**src/stp_regs.vh**
```
// Purpose: Constants for the serial terminal port
// Assumes: System clock of 10 MHz
// Notes:   Times in microseconds, counts derived
`ifndef STP_REGS_VH
`define STP_REGS_VH
// ==========================================================
// Addressing and framing
`define STP_DEV_NUM      8'h02
`define STP_CMD_WR_BIT   4
`define STP_CMD_RD_BIT   5
`define STP_FRAME_LOAD   4'h5
`define STP_SR_W         11
`define STP_BYTE_POS     2
// ==========================================================
// Status byte fields
`define STP_ST_ERR       0
`define STP_ST_BRK       2
`define STP_ST_BSY       4
`define STP_ST_EX        5
`define STP_ST_DU        7
// ==========================================================
// Command byte fields
`define STP_CM_DIS       0
`define STP_CM_ENB       1
`define STP_CM_UNBLK     2
`define STP_CM_BLK       3
// ==========================================================
// Timing
`define STP_CLK_KHZ      10000
`define STP_BASE_US      2270
`define STP_HALF_US      4500
`define STP_BASE_CYC     ((`STP_BASE_US * `STP_CLK_KHZ) / 1000)
`define STP_HALF_CYC     ((`STP_HALF_US * `STP_CLK_KHZ) / 1000)
`define STP_TICK_DIV     4
`endif

```
**src/stp_sync.v**
```verilog
// Purpose: Two-stage synchroniser for pin inputs
// Assumes: Inputs are asynchronous to CLK
// Notes:   First stage feeds only the second
`timescale 1ns/1ps
module stp_sync
#(
  parameter W   = 1,
  parameter RST = 1'b1
)
(
  input  wire         clk,
  input  wire         rst_n,
  input  wire         ce,
  input  wire [W-1:0] d,
  output reg  [W-1:0] q
);
  reg [W-1:0] meta_r;
  // ==========================================================
  // Double flop
  always @(posedge clk or negedge rst_n)
  begin
    if (!rst_n)
    begin
      meta_r <= {W{RST}};
      q      <= {W{RST}};
    end
    else if (ce)
    begin
      meta_r <= d;
      q      <= meta_r;
    end
  end
endmodule // stp_sync

```
**src/stp_bitclk.v**
```verilog
// Purpose: Base tick and bit tick generator
// Assumes: run high while timing is active
// Notes:   In receive, first bit tick after first_cyc, then each period
`timescale 1ns/1ps
module stp_bitclk
#(
  parameter BASE_CYC = 22700,
  parameter FIRST_CYC = 45000,
  parameter DIV      = 4
)
(
  input  wire clk,
  input  wire rst_n,
  input  wire ce,
  input  wire run,
  input  wire rx_mode,
  output reg  bit_tick
);
  reg [15:0] base_cnt_r;
  reg [2:0]  div_r;
  reg        first_r;
  wire       base_tick;
  // Mid-bit delay reached via first period only in receive
  assign base_tick = (base_cnt_r == 16'h0000);
  // ==========================================================
  // Divide chain, restarts when idle
  always @(posedge clk or negedge rst_n)
  begin
    if (!rst_n)
    begin
      base_cnt_r <= 16'h0000;
      div_r      <= 3'h0;
      first_r    <= 1'b0;
      bit_tick   <= 1'b0;
    end
    else if (ce)
    begin
      bit_tick <= 1'b0;
      if (!run)
      begin
        base_cnt_r <= 16'hFFFF;
        first_r    <= 1'b1;
        div_r      <= 3'h0;
      end
      else if (first_r && rx_mode)
      begin
        // Half-bit delay for mid-bit sampling
        if (base_cnt_r == 16'hFFFF)
          base_cnt_r <= FIRST_CYC[15:0] - 16'h0001;
        else if (base_tick)
        begin
          first_r    <= 1'b0;
          bit_tick   <= 1'b1;
          base_cnt_r <= BASE_CYC[15:0] - 16'h0001;
        end
        else
          base_cnt_r <= base_cnt_r - 16'h0001;
      end
      else
      begin
        first_r <= 1'b0;
        if (base_cnt_r == 16'hFFFF || base_tick)
        begin
          base_cnt_r <= BASE_CYC[15:0] - 16'h0001;
          if (base_cnt_r != 16'hFFFF)
          begin
            if (div_r == DIV[2:0] - 3'h1)
            begin
              div_r    <= 3'h0;
              bit_tick <= 1'b1;
            end
            else
              div_r <= div_r + 3'h1;
          end
        end
        else
          base_cnt_r <= base_cnt_r - 16'h0001;
      end
    end
  end
endmodule // stp_bitclk

```
**src/stp_top.v**
```verilog
// Purpose: Serial terminal port controller on a byte I/O bus
// Assumes: Bus strobes are asynchronous pins, synchronised here
// Notes:   Strobes act on edges seen after synchronisation
// Function
// - Select latch set on own device number
// - Command bit 12 selects write mode
// - Data strobe loads counter, frame, shifter
// - Strobe release sets timing active
// - Base tick 2.27 ms, bit tick 9.08 ms
// - Tick increments counter, shifts unless full
// - Transmit line is gated shifter bit
// - Counter carry clears timing active
// - Write mode busy while timing active
// - Reset or bit 13 selects read mode
// - Receive start edge arms, mid-bit sampling
// - Ten samples, carry loads byte buffer
// - Read busy until byte buffered
// - Unread byte overwritten sets overrun
// - Block command stops echo
// - Missing stop bit raises break
// - Unavailable follows terminal sense input
// - Status byte bit layout
// - Command byte bit decoding
// - Arm, attention and interrupt request
// - Acknowledge chain claim or pass
`timescale 1ns/1ps
`include "stp_regs.vh"
module stp_top
#(
  parameter BASE_CYC  = `STP_BASE_CYC,
  parameter FIRST_CYC = `STP_HALF_CYC
)
(
  input  wire       CLK_SYS,
  input  wire       RST_N,
  input  wire       CE,
  input  wire [7:0] BUS_DATA_IN,
  output reg  [7:0] BUS_DATA_OUT,
  output wire       BUS_DATA_OE,
  input  wire       ADDRESS_STROBE_LINE,
  input  wire       DATA_AVAILABLE_STROBE,
  input  wire       DATA_REQUEST,
  input  wire       STATUS_REQUEST,
  input  wire       OUTPUT_COMMAND_LINE,
  input  wire       CMD_WRITE_BIT12,
  input  wire       CMD_READ_BIT13,
  input  wire       SERIAL_RECEIVE_LINE,
  output wire       SERIAL_TRANSMIT_LINE,
  input  wire       TERMINAL_OFFLINE,
  output wire       INTERRUPT_REQUEST_N,
  input  wire       ACK_CHAIN_IN_N,
  output wire       ACK_CHAIN_OUT_N,
  output wire       ACK_SYNC_N
);
  // ==========================================================
  // Synchronised pins
  wire [7:0] dat_s;
  wire       address_strobe_line_s, da_s, dr_s, sr_s, cmd_s, b12_s, b13_s, rx_s, off_s;
  wire       ack_n_s;
  stp_sync #(.W(8), .RST(1'b0)) u_sd
  (
    .clk   (CLK_SYS),
    .rst_n (RST_N),
    .ce    (CE),
    .d     (BUS_DATA_IN),
    .q     (dat_s)
  );
  stp_sync #(.W(10), .RST(1'b0)) u_sc
  (
    .clk   (CLK_SYS),
    .rst_n (RST_N),
    .ce    (CE),
    .d     ({ADDRESS_STROBE_LINE, DATA_AVAILABLE_STROBE, DATA_REQUEST,
             STATUS_REQUEST, OUTPUT_COMMAND_LINE, CMD_WRITE_BIT12,
             CMD_READ_BIT13, ~SERIAL_RECEIVE_LINE, TERMINAL_OFFLINE,
             ~ACK_CHAIN_IN_N}),
    .q     ({address_strobe_line_s, da_s, dr_s, sr_s, cmd_s, b12_s, b13_s, rx_s, off_s,
             ack_n_s})
  );
  wire rxd = ~rx_s;   // Idle high receive line
  wire ack = ack_n_s; // Acknowledge asserted
  // ==========================================================
  // Previous levels for edge detection
  // Reset levels equal the idle pin levels: no false edge
  reg address_strobe_line_d_r, da_d_r, dr_d_r, cmd_d_r, rxd_d_r, bsy_d_r, ack_d_r;
  wire busy_indication;
  always @(posedge CLK_SYS or negedge RST_N)
  begin
    if (!RST_N)
    begin
      address_strobe_line_d_r <= 1'b0;
      da_d_r   <= 1'b0;
      dr_d_r   <= 1'b0;
      cmd_d_r  <= 1'b0;
      rxd_d_r  <= 1'b1;
      bsy_d_r  <= 1'b1;
      ack_d_r  <= 1'b0;
    end
    else if (CE)
    begin
      address_strobe_line_d_r <= address_strobe_line_s;
      da_d_r   <= da_s;
      dr_d_r   <= dr_s;
      cmd_d_r  <= cmd_s;
      rxd_d_r  <= rxd;
      bsy_d_r  <= busy_indication;
      ack_d_r  <= ack;
    end
  end
  // ==========================================================
  // Selection latch and gated strobes
  reg  sel_r;
  wire address_strobe_line_fall  = address_strobe_line_d_r & ~address_strobe_line_s;
  wire sel_hit    = (dat_s == `STP_DEV_NUM);
  // Select taken on strobe trailing edge
  always @(posedge CLK_SYS or negedge RST_N)
  begin
    if (!RST_N)
      sel_r <= 1'b0;
    else if (CE && address_strobe_line_fall)
      sel_r <= sel_hit;
  end
  wire transmit_load_pulse = sel_r & da_s & ~da_d_r;
  wire da_release          = sel_r & ~da_s & da_d_r;
  wire gated_data_request  = sel_r & dr_s & ~dr_d_r;
  wire cmd_pulse           = sel_r & cmd_s & ~cmd_d_r;
  wire rx_start            = rxd_d_r & ~rxd;
  // ==========================================================
  // Core state
  reg        read_mode_latch_r, timing_active_latch_r, ready_r;
  reg  [3:0] frame_cnt_r;
  reg  [`STP_SR_W-1:0] shift_r;
  reg  [7:0] byte_buf_r;
  reg        buf_full_r, err_r, break_flag_r, no_echo_latch_r;
  reg        arm_r, attn_r, interrupt_enable_latch_r;
  wire       bit_tick;
  wire       write_mode = ~read_mode_latch_r;
  wire       frame_counter_carry = bit_tick & (frame_cnt_r == 4'hF);
  wire       buffer_load_pulse = frame_counter_carry & read_mode_latch_r;
  wire       rx_arm = read_mode_latch_r & ~timing_active_latch_r &
                      rx_start;
  // Command byte decode
  wire cm_dis = cmd_pulse & dat_s[`STP_CM_DIS];
  wire cm_enb = cmd_pulse & dat_s[`STP_CM_ENB];
  wire cm_disarm = cm_dis & cm_enb;
  // Write select on bit 12 / command write, read on bit 13 / command read
  wire go_write = cmd_pulse & (b12_s | dat_s[`STP_CMD_WR_BIT]);
  wire go_read  = cmd_pulse & (b13_s | dat_s[`STP_CMD_RD_BIT]);
  stp_bitclk #(
    .BASE_CYC  (BASE_CYC),
    .FIRST_CYC (FIRST_CYC),
    .DIV       (`STP_TICK_DIV)
  ) u_clk
  (
    .clk      (CLK_SYS),
    .rst_n    (RST_N),
    .ce       (CE),
    .run      (timing_active_latch_r),
    .rx_mode  (read_mode_latch_r),
    .bit_tick (bit_tick)
  );
  // ==========================================================
  // Mode, timing and framing
  always @(posedge CLK_SYS or negedge RST_N)
  begin
    if (!RST_N)
    begin
      read_mode_latch_r     <= 1'b1;  // Initialize selects read
      timing_active_latch_r <= 1'b0;
      ready_r               <= 1'b1;
      frame_cnt_r           <= 4'h0;
      shift_r               <= {`STP_SR_W{1'b1}};
    end
    else if (CE)
    begin
      if (go_read)
        read_mode_latch_r <= 1'b1;
      else if (go_write)
        read_mode_latch_r <= 1'b0;
      if (write_mode && transmit_load_pulse)
      begin
        // Stops high, start low, data between
        frame_cnt_r <= `STP_FRAME_LOAD;
        ready_r     <= 1'b0;
        shift_r     <= {2'b11, dat_s, 1'b0};
      end
      else if (rx_arm)
      begin
        // Start edge arms the receiver
        timing_active_latch_r <= 1'b1;
        ready_r               <= 1'b0;
        frame_cnt_r           <= `STP_FRAME_LOAD;
      end
      else if (write_mode && da_release)
        timing_active_latch_r <= 1'b1;
      else if (bit_tick && timing_active_latch_r)
      begin
        frame_cnt_r <= frame_cnt_r + 4'h1;
        if (frame_counter_carry)
        begin
          timing_active_latch_r <= 1'b0;
          if (read_mode_latch_r)
            ready_r <= rxd;
          else
            ready_r <= 1'b1;
        end
        else if (read_mode_latch_r)
          // Samples enter at the top, so the start bit ends at bit 1, below the data
          shift_r <= {rxd, shift_r[`STP_SR_W-1:1]};
        else
          shift_r <= {1'b1, shift_r[`STP_SR_W-1:1]};
      end
    end
  end
  // ==========================================================
  // Byte buffer, busy and error flags
  // Start bit sits just below the data once ten samples are in
  wire [7:0] rx_byte = shift_r[`STP_BYTE_POS+7:`STP_BYTE_POS];
  // One cycle after a receive carry, ready holds the stop sample
  reg        rx_end_r;
  always @(posedge CLK_SYS or negedge RST_N)
  begin
    if (!RST_N)
    begin
      byte_buf_r   <= 8'h00;
      buf_full_r   <= 1'b0;
      err_r        <= 1'b0;
      break_flag_r <= 1'b0;
      rx_end_r     <= 1'b0;
    end
    else if (CE)
    begin
      rx_end_r <= buffer_load_pulse;
      if (buffer_load_pulse)
      begin
        byte_buf_r <= rx_byte;
        buf_full_r <= 1'b1;
        if (buf_full_r)
          err_r <= 1'b1;
      end
      else if (gated_data_request)
        buf_full_r <= 1'b0;
      // Command clears error flags; a coincident set wins
      if (cmd_pulse && !buffer_load_pulse)
        err_r <= 1'b0;
      // Timing ended with ready still low: no stop bit seen
      if (rx_end_r && !ready_r)
        break_flag_r <= 1'b1;
      else if (cmd_pulse)
        break_flag_r <= 1'b0;
    end
  end
  // Busy differs by mode
  assign busy_indication = read_mode_latch_r ? ~buf_full_r
                                             : timing_active_latch_r;
  // ==========================================================
  // Acknowledge claim, decoded ahead of the latches that use it
  wire ack_fall  = ack & ~ack_d_r;
  wire ack_mine  = attn_r & interrupt_enable_latch_r;
  wire ack_claim = ack_fall & ack_mine;
  // ==========================================================
  // Echo and interrupt latches
  always @(posedge CLK_SYS or negedge RST_N)
  begin
    if (!RST_N)
    begin
      no_echo_latch_r          <= 1'b0;
      arm_r                    <= 1'b0;
      attn_r                   <= 1'b0;
      interrupt_enable_latch_r <= 1'b0;
    end
    else if (CE)
    begin
      if (cmd_pulse && dat_s[`STP_CM_BLK])
        no_echo_latch_r <= 1'b1;
      else if (cmd_pulse && dat_s[`STP_CM_UNBLK])
        no_echo_latch_r <= 1'b0;
      if (cm_disarm)
      begin
        arm_r  <= 1'b0;
        attn_r <= 1'b0;
        interrupt_enable_latch_r <= 1'b0;
      end
      else if (cm_dis || cm_enb)
      begin
        arm_r  <= 1'b1;
        attn_r <= 1'b1;
        interrupt_enable_latch_r <= cm_enb;
      end
      else if (arm_r && bsy_d_r && !busy_indication)
        attn_r <= 1'b1;
      else if (ack_claim)
        attn_r <= 1'b0;
    end
  end
  // ==========================================================
  // Acknowledge chain
  // Hold stays until the acknowledge is released, so the
  // device number stands for as long as the processor reads
  reg  ack_hold_r;
  always @(posedge CLK_SYS or negedge RST_N)
  begin
    if (!RST_N)
      ack_hold_r <= 1'b0;
    else if (CE)
      ack_hold_r <= ack & (ack_claim | ack_hold_r);
  end
  assign ACK_SYNC_N      = ~ack_hold_r;
  assign ACK_CHAIN_OUT_N = ~(ack & ~ack_hold_r & ~ack_claim);
  assign INTERRUPT_REQUEST_N = ~ack_mine;
  // ==========================================================
  // Serial line: transmit, or echo of receive
  assign SERIAL_TRANSMIT_LINE = (write_mode & timing_active_latch_r) ?
                                shift_r[0] :
                                (read_mode_latch_r & ~no_echo_latch_r) ?
                                rxd : 1'b1;
  // ==========================================================
  // Bus read mux
  wire [7:0] status_byte;
  assign status_byte = {off_s, 1'b0, err_r | break_flag_r,
                        busy_indication, 1'b0, break_flag_r, 1'b0, err_r};
  assign BUS_DATA_OE = sel_r & (sr_s | dr_s) | ack_hold_r;
  always @(posedge CLK_SYS or negedge RST_N)
  begin
    if (!RST_N)
      BUS_DATA_OUT <= 8'h00;
    else if (CE)
    begin
      if (ack_claim | ack_hold_r)
        BUS_DATA_OUT <= `STP_DEV_NUM;
      else if (sel_r && sr_s)
        BUS_DATA_OUT <= status_byte;
      else if (sel_r && dr_s)
        BUS_DATA_OUT <= byte_buf_r;
      else
        BUS_DATA_OUT <= 8'h00;
    end
  end
endmodule // stp_top

```
**config.mk**
```make
export PLATFORM = sky130hd
export DESIGN_NAME = stp_top
export DESIGN_NICKNAME = d
export VERILOG_FILES = /design/src/stp_sync.v /design/src/stp_bitclk.v /design/src/stp_top.v
export VERILOG_INCLUDE_DIRS = /design/src
export SDC_FILE = /design/constraint.sdc
export NUM_CORES = 1
export LEC_CHECK = 0
export BUFFER_PORTS_ARGS = -buffer_cell sky130_fd_sc_hd__buf_2
export CAP_MARGIN = 20
export CORE_MARGIN = 8
export CORE_UTILIZATION = 25
export DETAILED_ROUTE_END_ITERATION = 10
export PLACE_DENSITY_LB_ADDON = 0.2
export SLEW_MARGIN = 25
export SYNTH_ARGS = -nofsm -noshare
export SYNTH_HDL_FRONTEND = slang
export SYNTH_SLANG_ARGS = --single-unit
```
**constraint.sdc**
```tcl
create_clock -name CLK_SYS -period 3.2 [get_ports CLK_SYS]
set_input_delay 0.32 -clock CLK_SYS [delete_from_list [all_inputs] [get_ports CLK_SYS]]
set_output_delay 0.32 -clock CLK_SYS [all_outputs]
set_load 0.005 [all_outputs]
```
**After elaboration in Yosys (flattened, before gate mapping)**

Index checks and enable logic that the tools add are counted.
Widths: inputs -> output; s select.

- Add/sub/neg operators: 3
- Eq/ne operators: 14
- Mux-type cells: 66
- Bitwise logic cells: 52
- Reduce and logical (&&, ||, !) cells: 46

Operators with widths:

| operator | number |
|---|---|
| $mux 16 | 5 |
| $mux 11 | 6 |
| $mux 1 | 43 |
| $and 1x1->1 | 28 |
| $mux 8 | 3 |
| $not 1->1 | 18 |
| $eq 16x16->1 const B | 1 |
| $logic_not 16->1 | 1 |
| $mux 4 | 4 |
| $ne 16x16->1 const B | 1 |
| $reduce_bool 2->1 | 8 |
| $sub 16x1->16 const B | 1 |
| $mux 3 | 5 |
| $reduce_and 2->1 | 7 |
| $logic_and 1x1->1 | 13 |
| $reduce_and 4->1 | 3 |
| $reduce_bool 3->1 | 4 |
| $reduce_and 3->1 | 3 |
| $eq 8x2->1 const B | 1 |
| $ne 2x1->1 const B | 4 |
| $ne 3x3->1 const B | 2 |
| $or 1x1->1 | 6 |
| $reduce_and 5->1 | 1 |
| $add 4x1->4 const B | 1 |
| other kinds (8) | 12 |

- Bits in registers: 108
- Input bits: 21
- Output and inout port bits: 13
- Word-level logic and storage cells: 213

**Logic depth before layout (Yosys ltp)**

Gate-level depths: netlist (run 1).

- Depth after elaboration: 7
- Gate-level depth with buffers: 7
- Mapped depth without buffers: 6

**Cells and area by module**

A second synthesis (run 1) with hierarchy kept.

- Cells, all modules: 471
- Area total of the unflattened synthesis: 5320.1 µm²

Modules (own cells, without submodules):

| module | instances | cells an instance | area each (µm²) | seq. area each (µm²) |
|---|---|---|---|---|
| stp_top | 1 | 236 | 2438.6 | 1295.0 |
| stp_bitclk | 1 | 159 | 1408.9 | 525.5 |
| stp_sync at u_sc | 1 | 42 | 823.3 | 500.5 |
| stp_sync at u_sd | 1 | 34 | 649.4 | 400.4 |

**Worst setup path after synthesis (run 1)**

Ideal clock, no wire load.

- Kind: register to register
- Start: register u_clk.base_cnt_r[8]
- End: register u_clk.base_cnt_r[13]
- Setup time: 126 ps
- Arrival: 1984 ps
- Required time: 3074 ps
- Slack: 1090 ps
- Cell stages (with the launch flop): 6
- Path buffers: 0
- Period minus slack after synthesis: 2110 ps
- Cell sequence: dfrtp_1 or4_4 or3_4 o21ai_4 o21ai_0 a221o_1

- Word-level cells in the longest chain between the ends: 5
- Elaborated cells on any way between the ends: 9
- Those cells by class: add/sub: 1; eq/ne: 1; mux: 5; reduce/logical: 2

RTL lines:

| item | line | text |
|---|---|---|
| from (decl) | stp_bitclk.v:19 | `reg [15:0] base_cnt_r;` |
| from (signal assigned) | stp_bitclk.v:49 | `base_cnt_r <= FIRST_CYC[15:0] - 16'h0001;` |
| from (signal assigned) | stp_bitclk.v:54 | `base_cnt_r <= BASE_CYC[15:0] - 16'h0001;` |
| from (signal assigned) | stp_bitclk.v:57 | `base_cnt_r <= base_cnt_r - 16'h0001;` |
| $sub 16x1->16, or another cell as far along | stp_bitclk.v:57, stp_bitclk.v:77 |  |
| $mux 16 / $logic_or 1x1->1 (equally long branches) | stp_bitclk.v:50, stp_bitclk.v:62 |  |
| $mux 16 (on tied branches) | stp_bitclk.v:48, stp_bitclk.v:62 |  |
| $mux 16 * | stp_bitclk.v:45 | `else if (first_r && rx_mode)` |
| $mux 16 * | stp_bitclk.v:39 | `if (!run)` |

Every way passes the cells marked *; elsewhere a longest branch is shown, timed or not.
A chain may end at the register's enable or synchronous reset.

**Worst setup path after layout (run 1)**

- Start: register u_clk.base_cnt_r[8]
- End: register u_clk.base_cnt_r[6]

- Word-level cells in the longest chain between the ends: 5
- Elaborated cells on any way between the ends: 8
- Those cells by class: eq/ne: 1; mux: 5; reduce/logical: 2

RTL lines:

| item | line |
|---|---|
| $eq 16x16->1 / $logic_not 16->1 (equally long branches) | stp_bitclk.v:48, stp_bitclk.v:62, stp_bitclk.v:24 |
| $logic_or 1x1->1 / $mux 16 (equally long branches) | stp_bitclk.v:62, stp_bitclk.v:50 |
| $mux 16 (on tied branches) | stp_bitclk.v:62, stp_bitclk.v:48 |
| $mux 16 * | stp_bitclk.v:45 |
| $mux 16 * | stp_bitclk.v:39 |

Marked as above.

==> reports/metrics.yaml, run 1 <==
status: "finished clean"
grt_max_degree: 109
fp.dieH_um: 156
slowest_stage: "or4_4"
overflow: 0
powerDensity_nw_per_um2: 556
place_area_um2: 5410
postCtsSetupRepairBufs: 0
r2r_start: "u_clk.base_cnt_r[8]"
grt_pass1_vias: 3675
vias: 3529
numCtsBuffers: 9
max_slew_margin: 0.386
numPortBuffers: 33
cts_max_level: 3
hpwl_um: 7830
worst_clock_skew_ps: 8.97
cts_tree: "yes"
synth_top_area_share: 0.474
synth_cells: 436
synthTopCellsByCount: "dfrtp_1 (93), mux2_2 (48), nand2_1 (36), nor2_1 (33), a21oi_1 (27)"
timing.final.hold_violations: 0
diodes: 0
area_growth_pct: 16.3
post-route-period-util: 0.730
synth-edff-count: 0
wl_per_cell_um: 15.7
path_cells: "or4_4 -> or3_4 -> o21ai_4 -> o21ai_0 -> a221o_1"
gp_congestion: 0.832
setup_viol: 0
synth_ff_type: "dfrtp_1"
fmax_mhz: 428
max_stage_delay_ps: 580
final.fill_count: 2058
antenna_found_initial: 0
pre_cts_ws_ps: 885
path_class: "flop to flop"
clkLatencyLatePin_ps: 360
tightest_slew_ps: 921
critPathMaxFanout: 10
syn_nets: 462
worst_hold_slack_ps: 10.1
startpoint: "u_clk.base_cnt_r[8]"
power_leakage_nw: 2.32
hp-class: "input pin to async pin"
core-area_um2: 19400
ys_seq_area_frac: 0.554
routed_wirelength_um: 11600
yosysTopAreaCell: "dfrtp_1"
period_needed_ps: 2340
crit_buf_inv: 0
hold_buffers: 0
grt_usage: 0.102
reg2reg_to: "u_clk.base_cnt_r[6]"
grt_pass1_wl_um: 19900
crit_family: "simple AND/OR/NAND/NOR gates"
fin_ws_ps: 864
final_area_um2: 5720
initial_core_util: 0.253
clock-sinks: 108
syn_area_um2: 4910
detail-route-antenna-nets: 0
ys_warn_count: 0
ys_types: 57
worstSetupEndpointType: "flop"
drc_errors: 0
synthArstFlopShare: 1.00
max_cap_violations: 0
fin_nets: 492
regArea_um2: 2720
crit_arrival_ps: 2580
worstPathRequired_ps: 3440
cp.depth: 5
rr_worst_depth: 5
drive_gt1_frac: 0.270
ys_ff_latch: 108
dr.pass1.iters: 4
drt-initial-drc-count: 292
p_total_mw: 3.18
avgSynthCellArea_um2: 11.3
endpoint: "u_clk.base_cnt_r[6]"
clk_pin_slew_ps: 80
rows: 51
io_pins: 34
rrSetupSlack_ps: 860
synthMostInstantiatedCell: "dfrtp_1"
setup_tns_ps: 0
multiInputGateArea_um2: 2100
max-clock-path-buffers: 2
synthTopCellsByArea: "dfrtp_1 (47%), mux2_2 (11%), dfstp_2 (8.0%), a21oi_1 (2.7%), nand2_1 (2.7%)"
root_buffer: "clkbuf_16"
die-area_um2: 24400
rsz0062_at_grt: "no"
ir_worst_vdd_uv: 275
start_kind: "flop"
fp.dieW_um: 156
via_per_inst: 4.79
slew_viol_final: 0
ctsResizeCount: 0
==> flip-flops by register name, summed over array words and instances (netlist names), 3 cells and up <==
name and flops:
u_clk.base_cnt_r 16, shift_r 11, u_sc.meta_r 10, u_sc.q 10
BUS_DATA_OUT 8, byte_buf_r 8, u_sd.meta_r 8, u_sd.q 8
frame_cnt_r 4, u_clk.div_r 3
==> per-layer routing <==
metal | vias to the layer above | wire length (um) | global-route usage
met5 | - | 0 | 0
met3 | 9 | 336 | 0.0265
met2 | 58 | 5650 | 0.166
met1 | 1814 | 5490 | 0.134
li1 | 1648 | - | -
met4 | 0 | 110 | 0.0252
==> power by group <==
group / leakage (nW) / internal, mW / switching (mW)
combinational: 0.875 / 0.174 / 0.167
sequential: 1.30 / 1.53 / 0.164
clock: 0.148 / 0.558 / 0.580
total: 2.32 / 2.27 / 0.911
==> how the worst min path moves through the flow <==
| stage | start | endpoint | slack (ps) |
|---|---|---|---|
| after floorplan | RST_N | BUS_DATA_OUT[0] | 20 |
| after global placement | RST_N | frame_cnt_r[0] | 460 |
| after detailed placement | RST_N | u_sc.q[2] | 460 |
| after CTS | RST_N | u_sc.q[2] | 70 |
| after global routing | RST_N | u_sc.meta_r[2] | 60 |
| final | RST_N | u_sc.meta_r[2] | 10 |
==> cells by family (layout without fill, tap and decap cells) <==
group | after synthesis | in the layout | share of synthesized area
compound gates | 96 | 96 | 0.131
simple gates | 136 | 136 | 0.144
flops | 108 | 108 | 0.554
buf+inv | 30 | 65 | 0.0229
mux | 56 | 56 | 0.126
fa+ha+maj | 5 | 5 | 0.0127
xor+xnor | 5 | 5 | 0.00891
==> metrics by stage <==
stage / utilization / std cells
after floorplan: - / 436
after global placement: 0.279 / 720
after detailed placement: 0.279 / 720
after CTS: 0.295 / 736
after global routing: 0.295 / 736
final: 0.295 / 736
==> area by class of cell <==
class / instances / area share
clock buffer: 9 / 0.0394
inverter: 10 / 0.00657
multi-input combinational: 298 / 0.367
tap: 265 / 0.0580
timing repair buffer: 39 / 0.0394
sequential: 108 / 0.476
clock inverter: 7 / 0.0138
==> cells in the final DEF (no fill, tap or decap), types with 4 or more instances in the layout <==
cell       instances
buf_2             32
or3_1              4
nand3_1            8
nand3b_1           4
a22oi_1            5
mux2i_1            8
nor3_1             7
a32o_1             4
dfstp_2           15
nor4_1             6
nand2_1           36
a22o_1             4
nor2_1            33
o21ai_0           21
clkbuf_16          9
o2bb2ai_1          5
inv_1              9
ha_1               5
nand4_1            6
buf_4              6
a21oi_1           27
a31oi_1            7
mux2_2            48
and3_1             6
dfrtp_1           93
(Power assumes the default switching activity.)
==> inputs of run 2 (changes only) <==
Settings changed: ABC_AREA set to 1.
Clock period 3.2 ns to 2.35 ns, I/O delays scaled along.
==> reports/metrics.yaml, run 2 <==
status: "finished clean"
syn_area_um2: 5140
max_cap_violations: 0
synth-edff-count: 0
min_path_cells: 2
drt-initial-drc-count: 228
reg2reg_to: "shift_r[0]"
power_leakage_nw: 2.85
synthTopCellsByCount: "nand2_1 (221), dfrtp_1 (93), o21ai_0 (59), inv_1 (57), nor2_1 (49)"
area_growth_pct: 15.4
ir_worst_vdd_uv: 339
synthAdderAreaFrac: 0.0122
hpwl_um: 9150
antenna_found_initial: 0
ys_types: 41
hold_buffers: 1
synth_cells: 627
overflow: 0
synth_compound_area_frac: 0.110
timing.final.hold_violations: 0
diodes: 0
clkPwrFrac: 0.357
drc_errors: 0
synth_xor_area_frac: 0.0102
tightest_slew_ps: 569
power_frac_comb: 0.143
avgSynthCellArea_um2: 8.19
synthTopCellsByArea: "dfrtp_1 (45%), nand2_1 (16%), dfstp_2 (7.7%), o21ai_0 (5.7%), inv_1 (4.2%)"
cts_tree: "yes"
clock-sinks: 108
initial_core_util: 0.255
grt_pass1_vias: 4246
syn_nets: 653
dr.pass1.iters: 4
postCtsSetupRepairBufs: 0
final_common_cell: "nand2_1"
mostFrequentLayoutCells: "nand2_1 (221), dfrtp_1 (93), o21ai_0 (59), inv_1 (56), nor2_1 (49)"
core-area_um2: 20200
max-clock-path-buffers: 2
rrSetupSlack_ps: 550
grt_pass1_wl_um: 22000
period_needed_ps: 1800
rsz0062_at_grt: "no"
path_class: "flop to flop"
crit_arrival_ps: 2080
worst_clock_skew_ps: 10.2
hold_start: "ACK_CHAIN_IN_N"
ctsResizeCount: 0
grt_usage: 0.106
start_kind: "flop"
via_per_inst: 4.36
rr_worst_depth: 7
worstPathRequired_ps: 2630
largestRegisters: "u_clk.base_cnt_r: 16 flops, shift_r: 11 flops"
max_slew_margin: 0.616
root_buffer: "clkbuf_16"
clk_pin_slew_ps: 80
synth-simple-area-share: 0.267
grt_max_degree: 81
swShare: 0.294
ys_warn_count: 0
slew_viol_final: 0
detail-route-antenna-nets: 0
synth_mux_area_frac: 0.00658
r2r_start: "frame_cnt_r[0]"
regMostFlops: "u_clk.base_cnt_r"
largest_register_ffs: 16
hold_end: "u_sc.meta_r[0]"
synth_top_family_by_area: "simple AND/OR/NAND/NOR gates"
yosysTopAreaCell: "dfrtp_1"
numCtsBuffers: 9
p_int_mw: 3.18
worstSetupEndpointType: "flop"
fmax_mhz: 557
cts_max_level: 3
power_frac_seq: 0.500
setup_viol: 0
final.fill_count: 2234
numPortBuffers: 33
hp-class: "input pin to flop"
ys_ff_latch: 108
setup_tns_ps: 0
synth_ff_type: "dfrtp_1"
ys_seq_area_frac: 0.530
rows: 52
wl_per_cell_um: 13.6
post-route-period-util: 0.765
clkLatencyLatePin_ps: 360
worst_hold_slack_ps: 68.4
die-area_um2: 25400
synthArstFlopShare: 1.00
routed_wirelength_um: 12700
power_switching_mw: 1.32
synth_top_area_share: 0.453
powerDensity_nw_per_um2: 759
fin_nets: 684
vias: 4066
io_pins: 34
drive_gt1_frac: 0.143
gp_congestion: 0.763
synthMostInstantiatedCell: "nand2_1"
critPathMaxFanout: 22
fp.dieH_um: 159
fp.dieW_um: 159
## run 2: changes by cell type in the layout (fill, tap and decap cells not counted), sizes merged, moves of 6 or more
cell	delta
mux2	-45
inv	+49
and3	-6
a21oi	-12
nand3	+25
o21ai	+50
nor2	+19
mux2i	-8
a31oi	-6
nand2	+186
## run 2: final cells by class
type	count	area, um2	share of cell area
Sequential cell	108	2720	0.459
Multi-Input combinational cell	439	2080	0.351
Tap cell	270	338	0.0570
Clock buffer	12	279	0.0471
Timing Repair Buffer	40	248	0.0418
Inverter	60	225	0.0380
Clock inverter	4	33.8	0.00570
## run 2: kinds of logic (layout without fill, tap and decap cells)
group | after synthesis | count (layout)
multiplexers | 3 | 3
flip-flops | 108 | 108
XOR/XNOR | 6 | 6
AO/OA/AOI/OAI | 98 | 98
buffers and inverters | 80 | 116
AND/OR/NAND/NOR | 327 | 327
adder cells (fa/ha/maj) | 5 | 5
## run 2: routing by layer
| metal | wire, um | vias up | global-route usage |
|---|---|---|---|
| met2 | 6130 | 59 | 0.179 |
| met4 | 127 | 0 | 0.0373 |
| met1 | 6050 | 1928 | 0.132 |
| met5 | 0 | - | 0 |
| met3 | 396 | 8 | 0.0228 |
| li1 | - | 2071 | - |
## run 2: worst max-delay path, stage by stage, from the launching register on
cell and delay (ps):
dfrtp_1 390, ha_1 230, nand4_1 150, nand2_1 100
a21oi_2 140, nand3_2 410, nand2_1 220, o21ai_2 70
## run 2: power by group through the flow
stage / registers, mW / clock network (mW) / logic (mW)
final: 2.25 / 1.61 / 0.646
after global routing: 2.29 / 1.74 / 0.773
after CTS: 2.25 / 1.66 / 0.663
after detailed placement: 2.28 / 0 / 0.660
after global placement: 2.28 / 0 / 0.649
after floorplan: 2.23 / 0 / 0.472
## run 2: through the flow
stage / instances / power (mW) / utilization / instance area (um2) / setup WS, ps
final: 933 / 4.50 / 0.294 / 5930 / 553
after global routing: 933 / 4.80 / 0.294 / 5930 / 390
after CTS: 933 / 4.58 / 0.294 / 5930 / 541
after detailed placement: 916 / 2.94 / 0.278 / 5600 / 556
after global placement: 916 / 2.93 / 0.278 / 5600 / 619
after floorplan: 627 / 2.70 / - / 5140 / 979
## run 2: worst max path at each step
stage	start	to	slack, ps	depth (start not counted)
after CTS	frame_cnt_r[0]	shift_r[2]	540	7
after global placement	frame_cnt_r[0]	shift_r[7]	620	7
final	frame_cnt_r[0]	shift_r[0]	550	7
after detailed placement	frame_cnt_r[0]	shift_r[2]	560	7
after global routing	frame_cnt_r[0]	shift_r[3]	390	6
after floorplan	frame_cnt_r[0]	byte_buf_r[0]	980	5
==> inputs of run 3 (changes only) <==
Clock period 2.35 ns to 1.6 ns, I/O delays scaled along.
==> reports/metrics.yaml, run 3 (synthesis gave the netlist of run 2 again) <==
status: "finished clean"
grt_pass1_wl_um: 22200
period_needed_ps: 1570
worst_clock_skew_ps: 9.35
fp.dieH_um: 159
max-clock-path-buffers: 2
fmax_mhz: 638
slowest_stage: "dfrtp_1"
worstPathRequired_ps: 1850
rows: 52
core-area_um2: 20200
fin_nets: 723
vias: 4237
powerDensity_nw_per_um2: 1080
drc_errors: 0
overflow: 0
rrSetupSlack_ps: 30
dr.pass1.iters: 4
root_buffer: "clkbuf_16"
drive_gt1_frac: 0.205
antenna_found_initial: 0
routed_wirelength_um: 13000
crit_buf_inv: 1
fp.dieW_um: 159
setup_viol: 0
initial_core_util: 0.255
setup_tns_ps: 0
max_cap_violations: 0
wl_per_cell_um: 13.4
mostFrequentLayoutCells: "nand2_1 (212), dfrtp_1 (92), o21ai_0 (58), inv_1 (53), nor2_1 (44)"
via_per_inst: 4.36
max_stage_delay_ps: 360
startpoint: "frame_cnt_r[1]"
grt_pass1_vias: 4272
crit_arrival_ps: 1810
post-route-period-util: 0.979
gp_congestion: 0.770
fin_util: 0.318
grt_max_degree: 60
diodes: 0
rsz0062_at_grt: "yes"
final_common_cell: "nand2_1"
ir_worst_vdd_uv: 550
cts_max_level: 3
numPortBuffers: 33
final_area_um2: 6420
numCtsBuffers: 9
worstSetupEndpointType: "flop"
timing.final.hold_violations: 0
slew_viol_final: 0
stdcell_count: 972
cp.depth: 6
crit_family: "simple AND/OR/NAND/NOR gates"
detail-route-antenna-nets: 0
max_slew_margin: 0.682
die-area_um2: 25400
start_kind: "flop"
cts_tree: "yes"
reg2reg_to: "byte_buf_r[3]"
largest_register_ffs: 16
path_cells: "ha_2 -> nand4_1 -> nor2_2 -> nand2_2 -> buf_12 -> mux2_2"
hp-class: "input pin to flop"
io_pins: 34
place_area_um2: 5770
r2r_start: "frame_cnt_r[1]"
regMostFlops: "u_clk.base_cnt_r"
clock-sinks: 108
placedCellCount: 931
worst_hold_slack_ps: 23.4
area_growth_pct: 24.9
drt-initial-drc-count: 202
path_class: "flop to flop"
hpwl_um: 9390
clkLatencyLatePin_ps: 360
clk_pin_slew_ps: 70
endpoint: "byte_buf_r[3]"
tightest_slew_ps: 472
critPathMaxFanout: 14
rr_worst_depth: 6
power_leakage_nw: 3.08
grt_usage: 0.108
largestRegisters: "u_clk.base_cnt_r: 16 flops, shift_r: 11 flops"
[run 3: metal layers]
layer | part of all wire | global-route usage | routed length, um
met1 | 0.47 | 0.134 | 6180
met2 | 0.48 | 0.180 | 6240
met3 | 0.028 | 0.0248 | 362
met5 | 0 | 0 | 0
met4 | 0.018 | 0.0399 | 237
[run 3: worst min-delay path by stage]
stage / startpoint / end / slack (ps) / depth (start not counted)
3_5_place_dp: RST_N / u_clk.base_cnt_r[4] / 90 / 1
6_report: DATA_AVAILABLE_STROBE / u_sc.meta_r[8] / 20 / 3
3_3_place_gp: RST_N / u_clk.base_cnt_r[4] / 90 / 1
2_1_floorplan: RST_N / BUS_DATA_OUT[0] / -140 / 0
4_1_cts: DATA_AVAILABLE_STROBE / u_sc.meta_r[8] / 10 / 3
5_1_grt: DATA_AVAILABLE_STROBE / u_sc.meta_r[8] / 30 / 3
[run 3: per-stage QoR]
step                total power [mW]  worst slack (ps)
CTS                             6.93              7.86
global route                    7.33             -59.3
finish                          6.92              33.2
global placement                4.32              26.6
floorplan                       3.97               229
detailed placement              4.36              4.29
[run 3: repair_timing]
action                     in CTS  in global routing
buffers inserted                0                  8
pin swaps                       1                  7
setup endpoints to repair       6                 41
gates resized for setup         6                 27
hold endpoints to repair       35                  0
hold buffers                   18                  0
[run 3: cell type report]
type | count | area [um2]
Inverter | 60 | 228
Clock inverter | 6 | 93.8
Sequential cell | 108 | 2720
Tap cell | 270 | 338
Timing Repair Buffer | 79 | 637
Fill cell | 2174 | 13800
Clock buffer | 10 | 229
Multi-Input combinational cell | 439 | 2170
[run 3: report_power, final]
| part | switching [mW] | internal, mW |
|---|---|---|
| combinational | 0.672 | 0.471 |
| sequential | 0.260 | 3.05 |
| clock | 1.08 | 1.39 |
| total | 2.01 | 4.91 |
[run 3: worst reg2reg max path, delay by kind of cell (launching register included)]
family	cells	cell delay (ps)
buf+inv	1	150
mux	1	270
flops	1	360
fa+ha+maj	1	180
simple gates	3	480
